[config.mk]
export PLATFORM = sky130hd
export DESIGN_NAME = sli_top
export DESIGN_NICKNAME = d
export VERILOG_FILES = /design/src/common/sli_pkg.sv /design/src/hw/sli_top.sv
export SDC_FILE = /design/constraint.sdc
export NUM_CORES = 1
export LEC_CHECK = 0
export ABC_AREA = 0
export CAP_MARGIN = 20
export CORE_MARGIN = 2
export CORE_UTILIZATION = 55
export CTS_CLUSTER_DIAMETER = 50
export CTS_CLUSTER_SIZE = 40
export DETAILED_ROUTE_END_ITERATION = 8
export DONT_BUFFER_PORTS = 1
export PLACE_DENSITY = 0.73
export SETUP_SLACK_MARGIN = 0.3
export SLEW_MARGIN = 30
export SYNTH_ARGS = -nofsm -noshare
export SYNTH_HDL_FRONTEND = slang
export SYNTH_SLANG_ARGS = --single-unit
[constraint.sdc]
create_clock -name hclk -period 2.88 [get_ports hclk]
set_input_delay 0.144 -clock hclk [delete_from_list [all_inputs] [get_ports hclk]]
set_output_delay 0.144 -clock hclk [all_outputs]
set_load 0.05 [all_outputs]
[src/common/sli_pkg.sv]
// Register map, field layout and link constants of the serial link interrupt logic
package sli_pkg;
  // Register byte offsets
  localparam logic [7:0] SLI_OFF_CTRL = 8'h04;
  localparam logic [7:0] SLI_OFF_STAT = 8'h08;
  localparam logic [7:0] SLI_OFF_PRIO = 8'h0c;
  localparam logic [7:0] SLI_OFF_STATCLR = 8'h10;
  localparam logic [7:0] SLI_OFF_PENDSET = 8'h14;
  localparam logic [7:0] SLI_OFF_PTR = 8'h18;
  localparam logic [7:0] SLI_OFF_MASK = 8'h48;
  // Control register fields
  localparam int SLI_CTRL_LOCAL = 14;
  localparam int SLI_CTRL_ERRIEN = 13;
  localparam int SLI_CTRL_VEC_HI = 12;
  localparam int SLI_CTRL_VEC_LO = 8;
  localparam int SLI_CTRL_PTRLOC = 7;
  // Status register fields
  localparam int SLI_STAT_LINK = 0;
  localparam int SLI_STAT_LERR = 8;
  localparam int SLI_STAT_RERR = 9;
  // Priority vector register: flag set while nothing is pending
  localparam int SLI_PRIO_NONE = 31;
  // Reset values
  localparam logic [31:0] SLI_RST_WORD = 32'h0000_0000;
  localparam logic [4:0] SLI_RST_VEC = 5'h00;
  // Interrupt packet length in link bits, pointer value that targets the pending register
  localparam logic [5:0] SLI_PKT_BITS = 6'h20;
  localparam logic [31:0] SLI_PTR_PENDSET = 32'h0000_0014;
  // AHB constants
  localparam logic [1:0] SLI_HTRANS_NONSEQ = 2'h2;
endpackage

[src/hw/sli_top.sv]
// Interrupt generation and forwarding logic of a chip-to-chip serial link port
//
// Overview of operation
// - Pending register bits set by software write, remote packet, or link error.
// - Remote mode with pending bits nonzero: send them as an interrupt packet.
// - Remote mode: clear the pending bits carried once their packet is sent.
// - Local mode: move set pending bits into the status/clear register.
// - CPU interrupt line comes from the OR of all status/clear bits, pulsed.
// - Status/clear write while interrupts remain pending gives a new pulse.
// - Priority vector reports lowest-numbered set bit; bit 0 highest priority.
// - Reading returns the top vector; writing it back clears that one interrupt.
// - Priority vector register has read-only flag: nothing pending in status/clear.
// - Received interrupt packet status goes to the pending register when the pointer holds its offset.
// - Pointer-target bit 1 sends received interrupt writes to local registers.
// - Remote error flag on remote-reported bad packet; local error on bad inbound.
// - Error flag set with error interrupt enabled posts pending bit at vector.
// - Remote error flag set each time the link comes up; write 1 clears it.
// - No reaction to debug halt; operation continues while CPU halted.
//
// Chosen here: register access over AHB-Lite.
module sli_top (
  // Clock and reset
  input wire logic hclk,
  input wire logic hresetn,
  // AHB-Lite slave
  input wire logic hsel,
  input wire logic [31:0] haddr,
  input wire logic [1:0] htrans,
  input wire logic hwrite,
  input wire logic [2:0] hsize,
  input wire logic [31:0] hwdata,
  input wire logic hready,
  output logic hreadyout,
  output logic hresp,
  output logic [31:0] hrdata,
  // Serial link pins
  input wire logic link_clk,
  input wire logic link_rx_frame,
  input wire logic link_rx_data,
  input wire logic link_remote_err,
  input wire logic link_up,
  output logic link_tx_frame,
  output logic link_tx_data,
  // Interrupt outputs
  output logic link_cpu_irq,
  output logic link_irq_output
);
  import sli_pkg::*;

  typedef struct packed {
    // Bus data phase
    logic dp_wr;
    logic dp_rd;
    logic rd_done;
    logic [7:0] dp_addr;
    logic [31:0] rdata;
    // Software visible state
    logic ctrl_local;
    logic ctrl_errien;
    logic [4:0] ctrl_vec;
    logic ctrl_ptrloc;
    logic [31:0] ptr;
    logic [31:0] pending;
    logic [31:0] statclr;
    logic [31:0] mask;
    logic lerr;
    logic rerr;
    // Pin synchronisers and edge history
    logic [1:0] clk_s;
    logic clk_d;
    logic [1:0] frm_s;
    logic [1:0] dat_s;
    logic [1:0] rem_s;
    logic rem_d;
    logic [1:0] up_s;
    logic up_d;
    // Transmit engine
    logic tx_active;
    logic [5:0] tx_cnt;
    logic [31:0] tx_bits;
    logic [31:0] tx_shift;
    logic tx_frame;
    logic tx_data;
    // Receive engine
    logic rx_busy;
    logic [5:0] rx_cnt;
    logic [31:0] rx_shift;
    // CPU interrupt pulse
    logic any_stat;
    logic irq_pulse;
  } sli_state_t;

  sli_state_t st_reg;
  sli_state_t st_next;

  logic addr_ok;
  logic wr_ok;
  logic lclk_rise;
  logic lclk_fall;
  logic rx_end;
  logic rx_good;
  logic rerr_set;
  logic lerr_set;
  logic [4:0] prio_vec;
  logic prio_none;
  logic [31:0] rd_mux;
  logic [31:0] pend_set;
  logic [31:0] pend_clr;
  logic [31:0] stat_set;
  logic [31:0] stat_clr;
  logic stat_wr;

  // Lowest set status bit wins; bit 0 is the most urgent
  always_comb begin
    prio_vec = SLI_RST_VEC;
    prio_none = (st_reg.statclr == SLI_RST_WORD);
    for (int i = 31; i >= 0; i--) begin
      if (st_reg.statclr[i]) begin
        prio_vec = 5'(i);
      end
    end
  end

  // Read multiplexer, sampled into a flop in the wait state of each read
  always_comb begin
    rd_mux = SLI_RST_WORD;
    unique case (st_reg.dp_addr)
      SLI_OFF_CTRL: begin
        rd_mux[SLI_CTRL_LOCAL] = st_reg.ctrl_local;
        rd_mux[SLI_CTRL_ERRIEN] = st_reg.ctrl_errien;
        rd_mux[SLI_CTRL_VEC_HI:SLI_CTRL_VEC_LO] = st_reg.ctrl_vec;
        rd_mux[SLI_CTRL_PTRLOC] = st_reg.ctrl_ptrloc;
      end
      SLI_OFF_STAT: begin
        rd_mux[SLI_STAT_LINK] = st_reg.up_s[1];
        rd_mux[SLI_STAT_LERR] = st_reg.lerr;
        rd_mux[SLI_STAT_RERR] = st_reg.rerr;
      end
      SLI_OFF_PRIO: begin
        rd_mux[4:0] = prio_vec;
        rd_mux[SLI_PRIO_NONE] = prio_none;
      end
      SLI_OFF_STATCLR: rd_mux = st_reg.statclr;
      SLI_OFF_PENDSET: rd_mux = st_reg.pending;
      SLI_OFF_PTR: rd_mux = st_reg.ptr;
      SLI_OFF_MASK: rd_mux = st_reg.mask;
      default: rd_mux = SLI_RST_WORD; // Unmapped words read as zero
    endcase
  end

  // Edges of the synchronised link clock; only the second flop is looked at
  assign lclk_rise = st_reg.clk_s[1] & ~st_reg.clk_d;
  assign lclk_fall = ~st_reg.clk_s[1] & st_reg.clk_d;
  // Frame end seen on a link clock rising edge; a packet of other length is bad
  assign rx_end = lclk_rise & st_reg.rx_busy & ~st_reg.frm_s[1];
  assign rx_good = rx_end & (st_reg.rx_cnt == SLI_PKT_BITS);
  assign lerr_set = rx_end & (st_reg.rx_cnt != SLI_PKT_BITS);
  // Remote error on a reported bad packet and each time the link comes up
  assign rerr_set = (st_reg.rem_s[1] & ~st_reg.rem_d) | (st_reg.up_s[1] & ~st_reg.up_d);
  assign addr_ok = hsel & hready & (htrans == SLI_HTRANS_NONSEQ);
  assign wr_ok = st_reg.dp_wr;
  assign stat_wr = wr_ok & (st_reg.dp_addr == SLI_OFF_STATCLR);

  // Next-state logic for the whole block. No debug halt input exists:
  // the link and the interrupt path keep running while the CPU is stopped.
  always_comb begin
    st_next = st_reg;
    pend_set = SLI_RST_WORD;
    pend_clr = SLI_RST_WORD;
    stat_set = SLI_RST_WORD;
    stat_clr = SLI_RST_WORD;

    // Bus: one wait state on reads keeps read data registered and fresh
    st_next.dp_wr = addr_ok & hwrite;
    st_next.dp_rd = addr_ok & ~hwrite;
    st_next.rd_done = 1'b0;
    if (addr_ok) begin
      st_next.dp_addr = {haddr[7:2], 2'b00};
    end
    if (st_reg.dp_rd & ~st_reg.rd_done) begin
      st_next.rdata = rd_mux;
      st_next.rd_done = 1'b1;
      st_next.dp_rd = 1'b1;
      st_next.dp_addr = st_reg.dp_addr;
    end

    // Register writes in the data phase
    if (wr_ok) begin
      unique case (st_reg.dp_addr)
        SLI_OFF_CTRL: begin
          st_next.ctrl_local = hwdata[SLI_CTRL_LOCAL];
          st_next.ctrl_errien = hwdata[SLI_CTRL_ERRIEN];
          st_next.ctrl_vec = hwdata[SLI_CTRL_VEC_HI:SLI_CTRL_VEC_LO];
          st_next.ctrl_ptrloc = hwdata[SLI_CTRL_PTRLOC];
        end
        SLI_OFF_STAT: begin
          if (hwdata[SLI_STAT_LERR]) st_next.lerr = 1'b0;
          if (hwdata[SLI_STAT_RERR]) st_next.rerr = 1'b0;
        end
        SLI_OFF_PRIO: begin
          // Only the current top vector clears; a stale vector does nothing
          if (!prio_none && hwdata[4:0] == prio_vec) begin
            stat_clr[prio_vec] = 1'b1;
          end
        end
        SLI_OFF_STATCLR: stat_clr = hwdata;
        SLI_OFF_PENDSET: pend_set = hwdata;
        SLI_OFF_PTR: st_next.ptr = hwdata;
        SLI_OFF_MASK: st_next.mask = hwdata;
        default: ;
      endcase
    end

    // Error flags: an event in the cycle of a clear wins over the clear
    if (lerr_set) st_next.lerr = 1'b1;
    if (rerr_set) st_next.rerr = 1'b1;
    if (st_reg.ctrl_errien && (lerr_set || rerr_set)) begin
      pend_set[st_reg.ctrl_vec] = 1'b1;
    end

    // Synchronisers and edge history
    st_next.clk_s = {st_reg.clk_s[0], link_clk};
    st_next.clk_d = st_reg.clk_s[1];
    st_next.frm_s = {st_reg.frm_s[0], link_rx_frame};
    st_next.dat_s = {st_reg.dat_s[0], link_rx_data};
    st_next.rem_s = {st_reg.rem_s[0], link_remote_err};
    st_next.rem_d = st_reg.rem_s[1];
    st_next.up_s = {st_reg.up_s[0], link_up};
    st_next.up_d = st_reg.up_s[1];

    // Receive: shift on link clock rising edges while the frame is high
    if (lclk_rise) begin
      if (st_reg.frm_s[1]) begin
        st_next.rx_busy = 1'b1;
        st_next.rx_shift = {st_reg.rx_shift[30:0], st_reg.dat_s[1]};
        if (st_reg.rx_cnt != 6'h3f) st_next.rx_cnt = st_reg.rx_cnt + 6'h01;
      end else begin
        st_next.rx_busy = 1'b0;
        st_next.rx_cnt = 6'h00;
      end
    end
    // Status lands at the pointer address; only the pending register is local here
    if (rx_good && st_reg.ctrl_ptrloc && st_reg.ptr == SLI_PTR_PENDSET) begin
      pend_set = pend_set | st_reg.rx_shift;
    end

    // Transmit: MSB first, bits change on link clock falling edges
    if (lclk_fall) begin
      if (st_reg.tx_active) begin
        if (st_reg.tx_cnt == SLI_PKT_BITS - 6'h01) begin
          st_next.tx_active = 1'b0;
          st_next.tx_frame = 1'b0;
          st_next.tx_data = 1'b0;
          pend_clr = st_reg.tx_bits;
        end else begin
          st_next.tx_cnt = st_reg.tx_cnt + 6'h01;
          st_next.tx_shift = {st_reg.tx_shift[30:0], 1'b0};
          st_next.tx_data = st_reg.tx_shift[30];
        end
      end else if (!st_reg.ctrl_local && st_reg.pending != SLI_RST_WORD) begin
        st_next.tx_active = 1'b1;
        st_next.tx_cnt = 6'h00;
        st_next.tx_bits = st_reg.pending;
        st_next.tx_shift = st_reg.pending;
        st_next.tx_frame = 1'b1;
        st_next.tx_data = st_reg.pending[31];
      end
    end

    // Local mode moves pending bits into status; not while a packet is in flight
    if (st_reg.ctrl_local && !st_reg.tx_active) begin
      stat_set = st_reg.pending;
      pend_clr = pend_clr | st_reg.pending;
    end

    // Sticky registers: set wins over clear
    st_next.pending = (st_reg.pending & ~pend_clr) | pend_set;
    st_next.statclr = (st_reg.statclr & ~stat_clr) | stat_set;

    // One-cycle pulse on a new interrupt, or on a status write leaving work
    st_next.any_stat = |st_next.statclr;
    st_next.irq_pulse = (st_next.any_stat & ~st_reg.any_stat) | (stat_wr & st_next.any_stat);
  end

  // State register
  always_ff @(posedge hclk or negedge hresetn) begin
    if (!hresetn) begin
      st_reg <= '0;
    end else begin
      st_reg <= st_next;
    end
  end

  // Outputs
  assign hreadyout = ~(st_reg.dp_rd & ~st_reg.rd_done);
  assign hresp = 1'b0;
  assign hrdata = st_reg.rdata;
  assign link_tx_frame = st_reg.tx_frame;
  assign link_tx_data = st_reg.tx_data;
  assign link_cpu_irq = st_reg.irq_pulse;
  assign link_irq_output = |(st_reg.statclr & st_reg.mask);

  // Checks
  AST_PULSE_ONE: assert property (@(posedge hclk) disable iff (!hresetn)
    link_cpu_irq |=> !link_cpu_irq) else $error("irq pulse longer than one cycle");
  AST_PULSE_RISE: assert property (@(posedge hclk) disable iff (!hresetn)
    $rose(|st_reg.statclr) |-> link_cpu_irq) else $error("no pulse on new status");
  AST_REPULSE: assert property (@(posedge hclk) disable iff (!hresetn)
    stat_wr && (|st_next.statclr) |=> link_cpu_irq) else $error("no pulse on rewrite");
  AST_LOCAL_MOVE: assert property (@(posedge hclk) disable iff (!hresetn)
    st_reg.ctrl_local && !st_reg.tx_active && (st_reg.pending != 32'h0) && !wr_ok
    |=> ((st_reg.statclr & $past(st_reg.pending)) == $past(st_reg.pending)))
    else $error("pending bits not moved to status");
  AST_TX_START: assert property (@(posedge hclk) disable iff (!hresetn)
    lclk_fall && !st_reg.tx_active && !st_reg.ctrl_local && (st_reg.pending != 32'h0)
    |=> st_reg.tx_active && link_tx_frame) else $error("packet not started");
  AST_NONE_FLAG: assert property (@(posedge hclk) disable iff (!hresetn)
    st_reg.dp_rd && st_reg.rd_done && (st_reg.dp_addr == SLI_OFF_PRIO)
    |-> hrdata[SLI_PRIO_NONE] == ($past(st_reg.statclr) == 32'h0))
    else $error("none pending flag wrong");
  AST_ERR_POST: assert property (@(posedge hclk) disable iff (!hresetn)
    st_reg.ctrl_errien && (lerr_set || rerr_set) && !st_reg.ctrl_local
    |=> st_reg.pending[$past(st_reg.ctrl_vec)]) else $error("error not posted");
  AST_LINK_RERR: assert property (@(posedge hclk) disable iff (!hresetn)
    $rose(st_reg.up_s[1]) |=> st_reg.rerr) else $error("link up did not flag remote error");
  AST_RX_POST: assert property (@(posedge hclk) disable iff (!hresetn)
    rx_good && st_reg.ctrl_ptrloc && (st_reg.ptr == SLI_PTR_PENDSET) && !st_reg.ctrl_local
    |=> ((st_reg.pending & $past(st_reg.rx_shift)) == $past(st_reg.rx_shift)))
    else $error("received status not posted");
  AST_W1S: assert property (@(posedge hclk) disable iff (!hresetn)
    wr_ok && (st_reg.dp_addr == SLI_OFF_PENDSET) && !st_reg.ctrl_local
    |=> ((st_reg.pending & $past(hwdata)) == $past(hwdata))) else $error("pending write lost");

  // Transmit path: first bit and clearing of the carried bits
  AST_TX_FIRST_BIT: assert property (@(posedge hclk) disable iff (!hresetn)
    lclk_fall && !st_reg.tx_active && !st_reg.ctrl_local && (st_reg.pending != 32'h0)
    |=> link_tx_data == $past(st_reg.pending[31])) else $error("first bit not msb");
  // New sets in the last cycle of a packet survive, so they are left out of the check
  AST_TX_CLEAR: assert property (@(posedge hclk) disable iff (!hresetn)
    lclk_fall && st_reg.tx_active && (st_reg.tx_cnt == SLI_PKT_BITS - 6'h01)
    |=> ((st_reg.pending & $past(st_reg.tx_bits) & ~$past(pend_set)) == 32'h0))
    else $error("sent bits not cleared");
  // Local routing never launches a packet
  AST_NO_TX_LOCAL: assert property (@(posedge hclk) disable iff (!hresetn)
    st_reg.ctrl_local && !st_reg.tx_active
    |=> !st_reg.tx_active) else $error("packet started in local mode");

  // Priority vector: the reported bit is set and no lower index is set
  AST_PRIO_VEC: assert property (@(posedge hclk) disable iff (!hresetn)
    !prio_none
    |-> st_reg.statclr[prio_vec] && ((st_reg.statclr & ((32'h1 << prio_vec) - 32'h1)) == 32'h0))
    else $error("priority vector wrong");
  // Writing back the vector clears exactly that bit unless it is pending again
  AST_PRIO_CLEAR: assert property (@(posedge hclk) disable iff (!hresetn)
    wr_ok && (st_reg.dp_addr == SLI_OFF_PRIO) && !prio_none && (hwdata[4:0] == prio_vec)
    && !st_reg.pending[prio_vec]
    |=> !st_reg.statclr[$past(prio_vec)]) else $error("vector write did not clear");
  // Status write clears the bits written when nothing new arrives
  AST_STAT_W1C: assert property (@(posedge hclk) disable iff (!hresetn)
    stat_wr && !st_reg.ctrl_local
    |=> ((st_reg.statclr & $past(hwdata)) == 32'h0)) else $error("status clear lost");

  // Error flags follow their events
  AST_LERR_SET: assert property (@(posedge hclk) disable iff (!hresetn)
    lerr_set |=> st_reg.lerr) else $error("local error not flagged");
  AST_RERR_SET: assert property (@(posedge hclk) disable iff (!hresetn)
    rerr_set |=> st_reg.rerr) else $error("remote error not flagged");

  // A read holds the bus for exactly one wait state
  AST_READ_WAIT: assert property (@(posedge hclk) disable iff (!hresetn)
    st_reg.dp_rd && !st_reg.rd_done
    |=> hreadyout) else $error("read wait longer than one cycle");
  // The response is always okay
  AST_RESP_OKAY: assert property (@(posedge hclk) disable iff (!hresetn)
    st_reg.dp_wr || st_reg.dp_rd
    |-> !hresp) else $error("error response given");
endmodule

* Yosys cells after proc, flatten, opt, wreduce, memory -nomap -nowiden *
Cells that the tools add are included.

cells by class
  $add $sub $neg = 2
  order comparisons = 4
  eq/ne operators = 17
  multiplexer cells = 74
  bitwise gates (word level) = 38
  reduce and logical (&&, ||, !) cells = 35

operators with widths
  kind                 number
  $mux 32              11
  $mux 5               32
  $or 32x32->32        5
  $and 32x32->32       3
  $mux 73              1
  $not 32->32          2
  $pmux 16 s4          1
  $pmux 32 s2          1
  $reduce_or 32->1     2
  $mux 42              1
  $mux 33              1
  $eq 32x5->1 const B  1
  $logic_not 32->1     1
  $reduce_bool 32->1   1
  $mux 31              1
  $pmux 5 s5           1
  $pmux 4 s5           1
  $eq 6x3->1 const B   3
  $and 1x1->1          16
  $reduce_and 3->1     5
  $mux 7               2
  $reduce_and 2->1     7
  $reduce_bool 2->1    7
  $add 6x1->6 const B  2
  25 further kinds     62

storage, ports and cells
  register bits = 305
  input port bits = 79
  output and inout port bits = 38
  word-level logic and storage cells = 204

* Depth between registers and ports, before layout *
  word-level depth = 45
  depth in mapped cells = 12
  gate-level depth less buffers = 9

* Least setup slack after synthesis *
No wires, ideal clock.

  kind = reg2reg
  start point = reg st_reg[179] (netlist bit)
  end point = reg st_reg, in the netlist link_cpu_irq
  setup time = 0.140 ns
  arrival = 2.601 ns
  data required time = 2.740 ns
  path slack = 0.139 ns
  stages on the path, launching flop included = 11
  buffers on the path = 1
  period minus slack after synthesis = 2.741 ns
  cell sequence = dfrtp_1 or4_4 a21oi_2 a21oi_1 a211oi_2 nand2_2 buf_6 o41ai_4 nand4_1 nor4_2 a22oi_1

RTL lines
  what                    RTL line        text
  from (decl)             sli_top.sv:93   sli_state_t st_reg;
  from (signal assigned)  sli_top.sv:290  st_reg <= st_next;

==> impl_results.md <==
- Outcome: finished with violations
- Failing checks: DRC, hold timing, setup timing
- CORE AREA: 26200 µm²
- Number of synthesized flops with an enable pin: 0
- Clk slew on worst S/H paths: 70 ps
- Pre-CTS WS: -187 ps
- Max transition margin: 44.3%
- HPWL Detailed: 37.0 mm
- Largest net degree at the start of global routing: 306
- Most numerous cell in the Yosys netlist: dfrtp_1
- Total track usage: 37.0%
- Final Hold Fails: 310
- Distinct cells, synth: 82
- Final period util: 106%
- Port Buffers: 0
- R2r endpoint: link_cpu_irq$_DFF_PN0_
- Final std cell area, no fill: 18500 µm²
- Share of layout cells above drive strength 1: 32.2%
- Maximum vdd drop: 0.000498 V
- CP Max Fanout: 6
- Synth Warn #: 0
- Vias per cell: 6.69
- Avg Cell Area, Syn: 10.5 µm²
- FF+latch count, synth: 305
- Final Skew: 19.5 ps
- Syn Inst Count: 1403
- Row count: 59
- Die Height: 168 µm
- Drc violations: 2
- Area grow syn2layout: 25.8%
- RR Startpoint: st_reg[182]$_DFF_PN0_
- RSZ-0062 raised after global routing: yes
- Internal reg-to-reg setup slack: -180 ps
- TritonCTS clock tree: yes
- Final setup violating endpoints: 2
- Worst Reg2Reg Path Length in Cells: 11
- Sequential-to-total area share from yosys stat: 51.8%
- DIE AREA: 28100 µm²
- Clk sinks: 305
- Initial DRC count: 1914
- Min cycle time layout: 3060 ps
- Total CTS buffers: 31
- Post-synth top area share: 51.8%
- Final TNS setup: -341 ps
- Grt ovf: 0
- Placed cell area: 16200 µm²
- CP Capture Type: register
- WP data required: 3330 ps
- Max Cap Viol: 0
- Critical path type: register to register
- Clock Latency Late Sink: 590 ps
- H-tree lvl count: 1
- Fin Hold WS: -738 ps
- Max Slew Vio Count: 0
- Synth area leader: dfrtp_1
- Synth Net Count: 1485
- Routability cong.: 0.992
- Top cells by count, synth: dfrtp_1, nand2_1, mux2_2
- Crit start category: register
- Layout Cells excl Fill: 1950
- Dominant synthesized flop cell: dfrtp_1
- Fillers: 1898
- Vias: 13000
- Crit path arrival time: 3510 ps
- Drt wl/cell: 26.8 µm
- I/O pin count: 117
- Fmax: 0.327 GHz
- Global-route wire length before repair: 78.4 mm
- Mapped cell area: 14700 µm²
- Layout Nets: 1671
- Leak: 7.76 nW
- DRT Wirelength: 52.2 mm
- DR pass1 iterations: 9
- Number of flip-flops in the largest register: 261
- Post-placement cell count: 1812
- Final Core Density: 70.7%
- Root buf cell: clkbuf_16
- HP Class: input pin to async pin
- Initial Utilization: 56.2%
- Vias in the first global route: 12700
- FFs w/ async S/R, synth: 100%
- Worst Tran Pin Value: 836 ps
- Setup WS post-layout: -180 ps
- Initial antenna violation count: 0
- Pwr Density: 720 nW/µm²
- CTS Buffer Depth: 3
- Synth top area cells: dfrtp_1, mux2_2, nand2_1, nor2_1, a22oi_1
- Tot Pwr: 13.3 mW
- Die X: 168 µm
- Antenna-violating nets left: 0
## layout make-up
cell class                      count  area [µm²]  area share [%]
Antenna cell                        1        2.50          0.0135
Multi-Input combinational cell    944        6910            37.3
Timing Repair Buffer              272        2310            12.5
Sequential cell                   305        7640            41.2
Clock inverter                     26         327            1.76
Inverter                           35         131           0.709
Clock buffer                       32         790            4.26
Tap cell                          335         419            2.26
## worst max-delay path, cell delays in order (launching register included)
cell and delay, ps:
dfrtp_1 430, or4_4 570, a211oi_4 290, a21oi_2 120, o21ai_4 260, buf_6 150
buf_6 110, nand3b_1 120, o31ai_2 300, nand4b_1 180, nor4_2 290, a22oi_1 110
## placed cells by master (no fill, tap or decap), types with 8 or more instances in the layout
cell	count
o21ai_0	66
nand3_1	18
dlygate4sd3_1	47
o211ai_1	11
a211oi_1	12
nor2_1	103
nand2_1	138
inv_1	33
a222oi_1	29
buf_4	196
a31oi_1	27
a21oi_1	74
a21boi_0	19
a22oi_1	52
mux2_2	130
nor4_1	11
or4_4	10
nor4_2	11
nand3b_1	8
dfrtp_1	300
inv_6	8
clkbuf_16	31
buf_6	24
a221oi_1	33
nand4_1	15
nor3_1	12
## routing by layer
layer  GRT usage, %  vias to the layer above  wire length, µm
met1           50.7                     6476            20900
met3           9.17                      155             5670
li1               -                     5595                -
met5              0                        -                0
met2           56.4                      813            23100
met4           16.0                        0             2530
## power breakdown
part	leakage [nW]	switching, mW	internal, mW
logic	3.52	1.37	1.12
registers	3.71	1.44	5.03
clock network	0.541	1.93	2.44
## how the worst max path moves through the flow
stage                                from                     end  slack [ps]  depth (start not counted)
floorplan           st_reg[163]$_DFF_PN0_  link_cpu_irq$_DFF_PN0_         210                         11
global placement    st_reg[172]$_DFF_PN0_  link_cpu_irq$_DFF_PN0_        -200                         11
detailed placement  st_reg[171]$_DFF_PN0_  link_cpu_irq$_DFF_PN0_        -190                         11
CTS                 st_reg[169]$_DFF_PN0_  link_cpu_irq$_DFF_PN0_         -70                         11
global route        st_reg[182]$_DFF_PN0_  link_cpu_irq$_DFF_PN0_        -270                         11
finish              st_reg[182]$_DFF_PN0_  link_cpu_irq$_DFF_PN0_        -180                         11
## cell families after synthesis
family | Yosys count | share of synthesized area [%]
other | 1 | 0.0255
muxes | 130 | 9.94
adders and majority gates | 3 | 0.255
and+or+nand+nor | 400 | 13.4
AOI/OAI and AO/OA | 400 | 19.1
DFF | 305 | 51.8
xor gates and xnor gates | 10 | 0.595
buffers and inverters | 154 | 4.89
## timing repair
item | 4_1_cts | 5_1_grt
setup buffers | 19 | 13
pin swaps | 25 | 34
hold endpoints to repair | 446 | 311
hold buffers | 46 | 1
cloned | 0 | 0
endpoints found under the setup margin | 29 | 78
gates resized for setup | 58 | 63
Power figures use the tool's default switching activity.
